### src/pcd_regs.svh
// Register map and constants for the pin change detect block.
// Assumes a 32-bit AXI4-Lite slave with byte addresses; included by bare name.
`ifndef PCD_REGS_SVH
`define PCD_REGS_SVH

// ==========================================================
// Address map
`define PCD_ADDR_W 8
`define PCD_ADDR_CTRL 8'h00
`define PCD_PORT_FIRST 4'h1
`define PCD_OFS_RISE 4'h0
`define PCD_OFS_FALL 4'h4
`define PCD_OFS_FLAG 4'h8

// ==========================================================
// Control register fields
`define PCD_CTRL_MEN_BIT 0
`define PCD_CTRL_SUM_BIT 1

// ==========================================================
// Reset values and bus answers
`define PCD_RST_BYTE 8'h00
`define PCD_RESP_OKAY 2'h0
`define PCD_RESP_SLVERR 2'h2
`define PCD_SYNC_RST 3'h0

`endif

### src/pcd_pkg.sv
// Types shared by the pin change detect block.
// Assumes pcd_regs.svh supplies the numeric map.
package pcd_pkg;

  // ==========================================================
  // Register select decoded from an address
  typedef enum logic [3:0] {
    PCD_SEL_CTRL = 4'b0001,
    PCD_SEL_RISE = 4'b0010,
    PCD_SEL_FALL = 4'b0100,
    PCD_SEL_FLAG = 4'b1000
  } pcd_sel_t;

  typedef logic [1:0] pcd_resp_t;
  typedef logic [7:0] pcd_byte_t;

endpackage : pcd_pkg

### src/pcd_top.sv
// Pin change detect: per-pin edge flags, summary flag, interrupt and wake request.
// Assumes pins are asynchronous to aclk and the core drives sleep_mode on aclk.
//
// Summary of operation
// - Every pin of every port can flag change
// - Master enable clear: flags set, no interrupt
// - Rising detector gated by its enable bit
// - Falling detector gated by its enable bit
// - Both enables set: either edge detected
// - Enabled edge sets flag; irq if enabled
// - Read-only summary flag is OR of flags
// - Software clears flag bits by writing zero
// - Edge during flag write keeps flag set
// - Change event wakes from sleep if enabled
// - Flags updated before wake request rises
// - Port A rising enable, eight bits, reset zero
// - Port A falling enable, eight bits, reset zero
// - Cleared enable blocks flag and summary setting
// - Per-port eight-bit flag register, resets zero
//
// The implementer's own choices: the AXI4-Lite interface to the registers and the address map.
`include "pcd_regs.svh"
`timescale 1ns/100ps
`default_nettype none

module pcd_top import pcd_pkg::*; #(
  parameter int NUM_PORTS = 5,
  parameter int PINS = 8
) (
  input wire logic aclk,
  input wire logic aresetn,
  input wire logic [NUM_PORTS*PINS-1:0] pin_in,
  input wire logic sleep_mode,
  output logic irq_req,
  output logic wake_req,
  input wire logic [`PCD_ADDR_W-1:0] s_axi_awaddr,
  input wire logic [2:0] s_axi_awprot,
  input wire logic s_axi_awvalid,
  output logic s_axi_awready,
  input wire logic [31:0] s_axi_wdata,
  input wire logic [3:0] s_axi_wstrb,
  input wire logic s_axi_wvalid,
  output logic s_axi_wready,
  output logic [1:0] s_axi_bresp,
  output logic s_axi_bvalid,
  input wire logic s_axi_bready,
  input wire logic [`PCD_ADDR_W-1:0] s_axi_araddr,
  input wire logic [2:0] s_axi_arprot,
  input wire logic s_axi_arvalid,
  output logic s_axi_arready,
  output logic [31:0] s_axi_rdata,
  output logic [1:0] s_axi_rresp,
  output logic s_axi_rvalid,
  input wire logic s_axi_rready
);

  localparam int NPIN = NUM_PORTS * PINS;

  // ==========================================================
  // Pin synchronisers and edge detection
  logic [NPIN-1:0] sync1_r;
  logic [NPIN-1:0] sync2_r;
  logic [NPIN-1:0] sync3_r;
  logic [NPIN-1:0] level_r;
  logic [NPIN-1:0] rise_en_r;
  logic [NPIN-1:0] fall_en_r;
  logic [NPIN-1:0] flag_r;
  logic [NPIN-1:0] flag_nxt;
  logic [NPIN-1:0] edge_set;
  logic master_en_r;

  genvar gi;
  generate
    for (gi = 0; gi < NPIN; gi++) begin : g_pin
      logic agree;
      logic rise;
      logic fall;
      // A change counts only once stages two and three agree, filtering metastable glitches
      assign agree = (sync2_r[gi] == sync3_r[gi]);
      assign rise = agree & sync3_r[gi] & ~level_r[gi] & rise_en_r[gi];
      assign fall = agree & ~sync3_r[gi] & level_r[gi] & fall_en_r[gi];
      assign edge_set[gi] = rise | fall;

      always_ff @(posedge aclk) begin
        if (!aresetn) begin
          sync1_r[gi] <= 1'b0;
          sync2_r[gi] <= 1'b0;
          sync3_r[gi] <= 1'b0;
          level_r[gi] <= 1'b0;
        end else begin
          sync1_r[gi] <= pin_in[gi];
          sync2_r[gi] <= sync1_r[gi];
          sync3_r[gi] <= sync2_r[gi];
          if (agree) begin
            level_r[gi] <= sync3_r[gi];
          end
        end
      end
    end
  endgenerate

  // ==========================================================
  // Address decode
  function automatic logic dec_ok(input logic [`PCD_ADDR_W-1:0] a);
    logic [3:0] pg;
    pg = a[7:4];
    if (a == `PCD_ADDR_CTRL) begin
      dec_ok = 1'b1;
    end else if (pg >= `PCD_PORT_FIRST && (32'(pg) - 32'(`PCD_PORT_FIRST)) < 32'(NUM_PORTS)) begin
      dec_ok = (a[3:0] == `PCD_OFS_RISE) || (a[3:0] == `PCD_OFS_FALL) ||
               (a[3:0] == `PCD_OFS_FLAG);
    end else begin
      dec_ok = 1'b0;
    end
  endfunction : dec_ok

  function automatic pcd_sel_t dec_sel(input logic [`PCD_ADDR_W-1:0] a);
    if (a == `PCD_ADDR_CTRL) begin
      dec_sel = PCD_SEL_CTRL;
    end else if (a[3:0] == `PCD_OFS_RISE) begin
      dec_sel = PCD_SEL_RISE;
    end else if (a[3:0] == `PCD_OFS_FALL) begin
      dec_sel = PCD_SEL_FALL;
    end else begin
      dec_sel = PCD_SEL_FLAG;
    end
  endfunction : dec_sel

  function automatic int dec_port(input logic [`PCD_ADDR_W-1:0] a);
    dec_port = int'(a[7:4]) - int'(`PCD_PORT_FIRST);
  endfunction : dec_port

  // ==========================================================
  // Write channel: address and data taken in either order
  logic aw_full_r;
  logic w_full_r;
  logic [`PCD_ADDR_W-1:0] waddr_r;
  logic [7:0] wbyte_r;
  logic wstrb0_r;
  logic wr_go;
  logic wr_ok;
  pcd_sel_t wr_sel;
  int wr_port;

  assign wr_go = aw_full_r & w_full_r & ~s_axi_bvalid;
  assign wr_ok = dec_ok(waddr_r);
  assign wr_sel = dec_sel(waddr_r);
  assign wr_port = dec_port(waddr_r);

  // Ready stays low until the answer is taken, so only one write is ever in flight
  always_ff @(posedge aclk) begin
    if (!aresetn) begin
      s_axi_awready <= 1'b1;
    end else if (s_axi_awvalid && s_axi_awready) begin
      s_axi_awready <= 1'b0;
    end else if (s_axi_bvalid && s_axi_bready) begin
      s_axi_awready <= 1'b1;
    end
  end

  always_ff @(posedge aclk) begin
    if (!aresetn) begin
      aw_full_r <= 1'b0;
      waddr_r <= '0;
    end else if (s_axi_awvalid && s_axi_awready) begin
      aw_full_r <= 1'b1;
      waddr_r <= s_axi_awaddr;
    end else if (wr_go) begin
      aw_full_r <= 1'b0;
    end
  end

  always_ff @(posedge aclk) begin
    if (!aresetn) begin
      s_axi_wready <= 1'b1;
    end else if (s_axi_wvalid && s_axi_wready) begin
      s_axi_wready <= 1'b0;
    end else if (s_axi_bvalid && s_axi_bready) begin
      s_axi_wready <= 1'b1;
    end
  end

  always_ff @(posedge aclk) begin
    if (!aresetn) begin
      w_full_r <= 1'b0;
      wbyte_r <= `PCD_RST_BYTE;
      wstrb0_r <= 1'b0;
    end else if (s_axi_wvalid && s_axi_wready) begin
      w_full_r <= 1'b1;
      wbyte_r <= s_axi_wdata[7:0];
      wstrb0_r <= s_axi_wstrb[0];
    end else if (wr_go) begin
      w_full_r <= 1'b0;
    end
  end

  // Response follows both halves; unmapped addresses answer SLVERR and change nothing
  always_ff @(posedge aclk) begin
    if (!aresetn) begin
      s_axi_bvalid <= 1'b0;
      s_axi_bresp <= `PCD_RESP_OKAY;
    end else if (wr_go) begin
      s_axi_bvalid <= 1'b1;
      s_axi_bresp <= wr_ok ? `PCD_RESP_OKAY : `PCD_RESP_SLVERR;
    end else if (s_axi_bready) begin
      s_axi_bvalid <= 1'b0;
    end
  end

  // ==========================================================
  // Control and enable registers
  logic wr_byte;
  assign wr_byte = wr_go & wr_ok & wstrb0_r;

  always_ff @(posedge aclk) begin
    if (!aresetn) begin
      master_en_r <= 1'b0;
    end else if (wr_byte && wr_sel == PCD_SEL_CTRL) begin
      master_en_r <= wbyte_r[`PCD_CTRL_MEN_BIT];
    end
  end

  generate
    for (gi = 0; gi < NUM_PORTS; gi++) begin : g_port
      always_ff @(posedge aclk) begin
        if (!aresetn) begin
          rise_en_r[gi*PINS +: PINS] <= `PCD_RST_BYTE;
          fall_en_r[gi*PINS +: PINS] <= `PCD_RST_BYTE;
        end else if (wr_byte && wr_port == gi) begin
          if (wr_sel == PCD_SEL_RISE) begin
            rise_en_r[gi*PINS +: PINS] <= wbyte_r[PINS-1:0];
          end
          if (wr_sel == PCD_SEL_FALL) begin
            fall_en_r[gi*PINS +: PINS] <= wbyte_r[PINS-1:0];
          end
        end
      end

      // Hardware set wins over any written value so a racing edge is never lost
      always_comb begin
        flag_nxt[gi*PINS +: PINS] = flag_r[gi*PINS +: PINS];
        if (wr_byte && wr_port == gi && wr_sel == PCD_SEL_FLAG) begin
          flag_nxt[gi*PINS +: PINS] = wbyte_r[PINS-1:0];
        end
        flag_nxt[gi*PINS +: PINS] = flag_nxt[gi*PINS +: PINS] |
                                    edge_set[gi*PINS +: PINS];
      end
    end
  endgenerate

  // ==========================================================
  // Flags, interrupt and wake
  logic summary;
  assign summary = |flag_r;

  always_ff @(posedge aclk) begin
    if (!aresetn) begin
      flag_r <= '0;
    end else begin
      flag_r <= flag_nxt;
    end
  end

  // Requests follow the flags by one cycle, so flags are already visible on wake
  always_ff @(posedge aclk) begin
    if (!aresetn) begin
      irq_req <= 1'b0;
    end else begin
      irq_req <= master_en_r & summary;
    end
  end

  // Wake is a level; the core decides when to act on it
  always_ff @(posedge aclk) begin
    if (!aresetn) begin
      wake_req <= 1'b0;
    end else begin
      wake_req <= sleep_mode & master_en_r & summary;
    end
  end

  // ==========================================================
  // Read channel: one read at a time, answer one cycle after the address
  logic [7:0] rd_byte;
  pcd_sel_t rd_sel;
  int rd_port;

  assign rd_sel = dec_sel(s_axi_araddr);
  assign rd_port = dec_port(s_axi_araddr);

  always_comb begin
    rd_byte = `PCD_RST_BYTE;
    if (rd_sel == PCD_SEL_CTRL) begin
      rd_byte[`PCD_CTRL_MEN_BIT] = master_en_r;
      rd_byte[`PCD_CTRL_SUM_BIT] = summary;
    end else begin
      for (int p = 0; p < NUM_PORTS; p++) begin
        if (rd_port == p) begin
          case (rd_sel)
            PCD_SEL_RISE: rd_byte = rise_en_r[p*PINS +: PINS];
            PCD_SEL_FALL: rd_byte = fall_en_r[p*PINS +: PINS];
            PCD_SEL_FLAG: rd_byte = flag_r[p*PINS +: PINS];
            default: rd_byte = `PCD_RST_BYTE;
          endcase
        end
      end
    end
  end

  always_ff @(posedge aclk) begin
    if (!aresetn) begin
      s_axi_arready <= 1'b1;
    end else if (s_axi_arvalid && s_axi_arready) begin
      s_axi_arready <= 1'b0;
    end else if (s_axi_rvalid && s_axi_rready) begin
      s_axi_arready <= 1'b1;
    end
  end

  always_ff @(posedge aclk) begin
    if (!aresetn) begin
      s_axi_rvalid <= 1'b0;
    end else if (s_axi_arvalid && s_axi_arready) begin
      s_axi_rvalid <= 1'b1;
    end else if (s_axi_rvalid && s_axi_rready) begin
      s_axi_rvalid <= 1'b0;
    end
  end

  // Data and code are captured once at the take and then stand untouched
  always_ff @(posedge aclk) begin
    if (!aresetn) begin
      s_axi_rdata <= '0;
      s_axi_rresp <= `PCD_RESP_OKAY;
    end else if (s_axi_arvalid && s_axi_arready) begin
      s_axi_rdata <= dec_ok(s_axi_araddr) ? {24'h000000, rd_byte} : 32'h00000000;
      s_axi_rresp <= dec_ok(s_axi_araddr) ? `PCD_RESP_OKAY : `PCD_RESP_SLVERR;
    end
  end

  // Protection bits carry no meaning for this block
  logic unused_prot;
  assign unused_prot = ^{s_axi_awprot, s_axi_arprot, s_axi_wdata[31:8], s_axi_wstrb[3:1]};

endmodule : pcd_top

`default_nettype wire

### config.mk
export PLATFORM = sky130hd
export DESIGN_NAME = pcd_top
export DESIGN_NICKNAME = d
export VERILOG_FILES = /design/src/pcd_pkg.sv /design/src/pcd_top.sv
export VERILOG_INCLUDE_DIRS = /design/src
export SDC_FILE = /design/constraint.sdc
export NUM_CORES = 1
export LEC_CHECK = 0
export ABC_AREA = 1
export ABC_CLOCK_PERIOD_IN_PS = 4700
export BUFFER_PORTS_ARGS = -buffer_cell sky130_fd_sc_hd__buf_2
export CORE_MARGIN = 1
export CORE_UTILIZATION = 33
export DETAILED_ROUTE_END_ITERATION = 6
export PLACE_DENSITY = 0.57
export SYNTH_ARGS = -nofsm -noshare
export SYNTH_HDL_FRONTEND = slang
export SYNTH_SLANG_ARGS = --single-unit
### constraint.sdc
create_clock -name aclk -period 4.7 [get_ports aclk]
set_clock_uncertainty 0.1 [all_clocks]
set_input_delay 1.41 -clock aclk [delete_from_list [all_inputs] [get_ports aclk]]
set_output_delay 1.41 -clock aclk [all_outputs]
set_load 0.005 [all_outputs]
# Yosys cells after proc, flatten, opt, wreduce, memory -nomap -nowiden
# Cells that the tools add are included.
# word_totals
inputBits	106
n_memories	0
latchBits	0
word_cells	717
ram_bits	0
out_inout_bits	43
romBits	0
ff_bits	343
# op_classes
reduce_logical	45
bitwise	373
div_mod_pow	0
multipliers	0
n_addsub	4
n_eq_ne	60
magnitude_cmp	4
muxes	44
shift	0
# op_table
op	count
1-bit bitwise AND	247
8-bit one-hot mux with 3 select lines	5
8-bit two-way mux	11
1-bit NOT	81
32-bit zero test	2
32-bit by 3-bit < comparator with 1-bit output, second input constant	2
1-bit equality test	40
1-bit OR	40
8-bit OR	5
40-bit OR reduction	1
4-bit two-way mux	6
5-bit by 3-bit equality test with 1-bit output, second input constant	4
2-bit AND reduction	10
4-bit by 1-bit subtractor with 5-bit output, second input constant	4
1-bit logical AND	18
1-bit two-way mux	18
4-bit by 3-bit equality test with 1-bit output, second input constant	4
4-bit equality test, second input constant	4
8-bit zero test	2
2-bit nonzero test	6
5-bit by 2-bit equality test with 1-bit output, second input constant	2
5-bit by 4-bit equality test with 1-bit output, second input constant	2
4-bit by 1-bit equality test with 1-bit output, second input constant	2
4-bit by 2-bit equality test with 1-bit output, second input constant	2
other kinds (5)	12

# Longest topological paths before layout
# logic_depth
ltp_word	13
depth_mapped	15
depth_no_buf	14

# Worst setup path after synthesis
# Ideal clock, no wire load.
# synth_timing
path_kind	input -> register
start	input port s_axi_araddr[5]
end	register s_axi_rdata[3]
path_slack_ns	1.828
cell_stages	9
setup_time_ns	0.132
path_buffers	1
arrival_ns	2.640
required_ns	4.468
path_cell_list	nor2_1 nand2_2 nand2_2 clkinv_1 buf_4 a221oi_1 nor2_1 nand2_1 a21oi_1
# synth_via
elab_chain_cells	11
elab_cells_between_ends	32
classes_between	2 x add/sub; 2 x order compare; 8 x eq/ne; 17 x mux; 3 x reduce/logical
# synth_rtl
element	line_no	rtl
from (decl)	pcd_top.sv:47	input wire logic [`PCD_ADDR_W-1:0] s_axi_araddr,
branches (longest 10 deep; another with 32-bit by 3-bit < comparator with 1-bit output)	n/a	
8-bit two-way mux *	pcd_top.sv:336	s_axi_rdata <= dec_ok(s_axi_araddr) ? {24'h000000, rd_byte} : 32'h00000000;
to (signal assigned)	pcd_top.sv:336	
to (decl)	pcd_top.sv:51	output logic [31:0] s_axi_rdata,
# Mark *: on every way between the ends. The select of a mux whose other input is x is not followed.
# A chain may end at the register's enable or synchronous reset.

# Worst setup path after layout
# layout_timing
start	input port s_axi_araddr[5]
end	register s_axi_rdata[6]
# The elaborated chain is that of the path after synthesis.

==> impl_metrics.csv <==
group,metric,value,unit
synthesis,synth_seq_area_share,0.448,
worst_hold_path,worstHoldPathCells,2,
floorplanning,die_area,0.0438,sq mm
power,pwr_density_cell,371,mW/mm^2
floorplanning,ioPinCount,149,
clock_network,clk_pin_slew,0.06,ns
routing,dr.pass1.iters,5,
global_route,met2_usage,0.272,
sta,finalCritPeriodShare,0.655,
clock_network,cts_tree,"built",
clock_network,clockBufferDepth,3,
synthesis,synth_top_family_by_area,"simple AND/OR/NAND/NOR gates",
global_route,grt_pass1_vias,11100,
clock_network,clkLatencyLatePin,0.54,ns
cells_and_area,fin_area,0.0162,sq mm
synthesis,ys_ff_latch,317,
synthesis,ys.flop_type,"dfxtp_1",
cells_and_area,stdcell_count,2555,
place,place_congestion,0.850,
global_route,grt_max_degree,140,
clock_network,numCtsBuffers,36,
synthesis,synth-compound-area-share,0.115,
floorplanning,dieHeight,209,microns
global_route,grt_pass1_wl,58700,microns
cells_and_area,layout.nets,2178,
synthesis,synthArstFlopShare,0,
setup_path,r2r_cells,9,
setup_path,cp.arrival,3.36,ns
floorplanning,start_util,0.337,
clock_network,root_buffer,"clkbuf_16",
global_route,grt_usage,0.169,
sta,worst_pin_slew,1.05,ns
cells_and_area,final_common_cell,"nand2_1",
routing,drt-vias-per-instance,4.65,
synthesis,synth_area,0.0142,sq mm
setup_path,critPathMaxFanout,18,
sta,rsz0062_at_grt,"no",
clock_network,postCtsSetupRepairBufs,0,
routing,drt_iter0_markers,826,
power,peakVddDrop,0.198,mV
routing,wl,36900,microns
clock_network,cts_hold_buf,0,
setup_path,reg2reg_to,"fall_en_r[3]",
routing,wl_per_cell,14.4,microns
synthesis,synth_xor_area_frac,0,
cells_and_area,fin_util,0.384,
clock_network,cts.sinks,317,
clock_network,cts_resized,0,
setup_path,rr_startpoint,"waddr_r[0]",
sta,slew_violations,0,
global_route,antenna_found_initial,0,
setup_path,required,4.99,ns
sta,fin_crit,3.08,ns
worst_hold_path,hp-class,"reg2reg",
cells_and_area,syn2layout_area_growth,14.1,%
cells_and_area,num_antenna_cells,0,
routing,drc,0,
global_route,grt_busiest_layer,"met2",
synthesis,synth_simple_gate_area_frac,0.239,
synthesis,yosysWarnings,0,
place,placedInstanceArea,0.0150,sq mm
routing,via_count,11900,
synthesis,synth-adder-area-share,0.0706,
status,status,"complete, no violations",
sta,setup_tns,0,ns
worst_hold_path,min_from,"sync1_r[20]",
sta,timing.fmax,325,MHz
setup_path,ff2ff_setup_slack,2.04,ns
global_route,grt_util_met1,0.225,
sta,setup_viol,0,
clock_network,htree_levels,2,
worst_hold_path,min_to,"sync2_r[20]",
cells_and_area,drive_above_1_share,0.0947,
synthesis,synth.distinct_cells,45,
floorplanning,core_area,0.0421,sq mm
setup_path,critical_path.startpoint_type,"input pin",
power,total_power,0.00600,W
power,p_leak,7.84,nW
synthesis,synth_edf_count,0,
setup_path,critical_path_class,"in2reg",
synthesis,synthCells,1921,
cells_and_area,layout_common_cells,"475 x nand2_1, 341 x inv_1, 317 x dfxtp_1, 157 x a21oi_1, 135 x nor2_1",
sta,maxSlewHeadroom,0.303,
floorplanning,std_cell_rows,75,
run,drv_cap,0,
setup_path,end_kind,"register",
floorplanning,die_w,209,microns
place,place_inst,2493,
synthesis,synth.avg_cell_area,7.38,sq um
place,portBuffers,89,
place,dp_hpwl,25600,microns
global_route,gr-total-overflow,0,
global_route,met3_usage,0.0344,
sta,finalHoldViolCount,0,
synthesis,synth.area.mux_share,0,
routing,antenna_left,0,
==> Yosys cell counts (6+ instances only) <==
master	n	area, sq um
nor3_1	7	35.0
inv_1	342	1280
dfxtp_1	317	6350
nand3_1	93	465
nor2_1	135	507
o21ai_0	85	425
ha_1	80	1000
nor4_1	6	37.5
a21oi_1	157	786
nand2_1	475	1780
clkbuf_1	42	158
nand3b_1	17	128
o221ai_1	6	52.6
nor3b_1	11	82.6
buf_2	13	65.1
nor2_4	9	101
buf_4	27	203
o21ai_1	8	40.0
nand4_1	11	68.8
nand2_2	8	50.1
a31oi_1	23	144
==> kinds of logic (layout without fill, tap and decap cells) <==
group                      Yosys count  in the layout
adders and majority gates           80             80
DFF                                317            317
buffers and inverters              438            508
other                                1             26
AOI/OAI and AO/OA                  301            301
and+or+nand+nor                    784            784
==> through the flow <==
step                worst slack (ns)  hold WS [ns]
CTS                             1.68         0.310
finish                          1.62         0.307
detailed placement              1.11         0.300
floorplan                       1.83         0.290
global placement                1.16         0.298
global route                    1.46         0.327
==> layout make-up <==
class                      instances  area [sq um]
tap                              539           674
multi-input combinational       1191          6120
timing repair buffer             101           554
sequential                       317          6350
inverter                         345          1290
clock buffer                      51          1080
clock inverter                    11           111
fill                            4360         25900
==> flip-flops by register name, summed over array words and instances (netlist names) <==
signal,count
sync1_r,40
wbyte_r,8
level_r,40
sync2_r,40
fall_en_r,40
s_axi_rvalid,1
s_axi_rdata,8
s_axi_bresp,1
waddr_r,8
flag_r,40
s_axi_wready,1
sync3_r,40
master_en_r,1
wake_req,1
irq_req,1
wstrb0_r,1
aw_full_r,1
s_axi_awready,1
s_axi_arready,1
s_axi_bvalid,1
w_full_r,1
rise_en_r,40
s_axi_rresp,1
==> how the worst max path moves through the flow <==
stage	start	to	slack, ns	cells after the start
6_report	s_axi_araddr[5]	s_axi_rdata[6]	1.62	11
5_1_grt	s_axi_araddr[7]	s_axi_rdata[6]	1.46	11
4_1_cts	s_axi_araddr[5]	s_axi_rdata[6]	1.68	11
3_5_place_dp	s_axi_araddr[5]	s_axi_rdata[6]	1.11	11
3_3_place_gp	s_axi_araddr[5]	s_axi_rdata[6]	1.16	11
2_1_floorplan	s_axi_araddr[5]	s_axi_rdata[3]	1.83	9
==> per-layer routing <==
layer	vias up	routed length, microns
li1	6093	-
met1	5403	17200
met2	314	16400
met3	64	2180
met4	0	1100
met5	-	0
==> report_power, final <==
part	leakage, nW	switching (W)	total, W	internal, W
combinational	4.67	0.000231	0.000342	0.000111
clock	0.592	0.00111	0.00281	0.00170
sequential	2.58	0.0000905	0.00285	0.00276
total	7.84	0.00143	0.00600	0.00458
==> critical path: stages <==
cell      delay [ns]
buf_2           0.13
nor2_1          0.20
nand2_2         0.18
nand2_2         0.12
clkinv_1        0.48
nand2_1         0.20
nand3_1         0.08
nand2_1         0.09
nand4_1         0.15
o21bai_1        0.22
a21oi_1         0.09
Power figures use the tool's default switching activity.
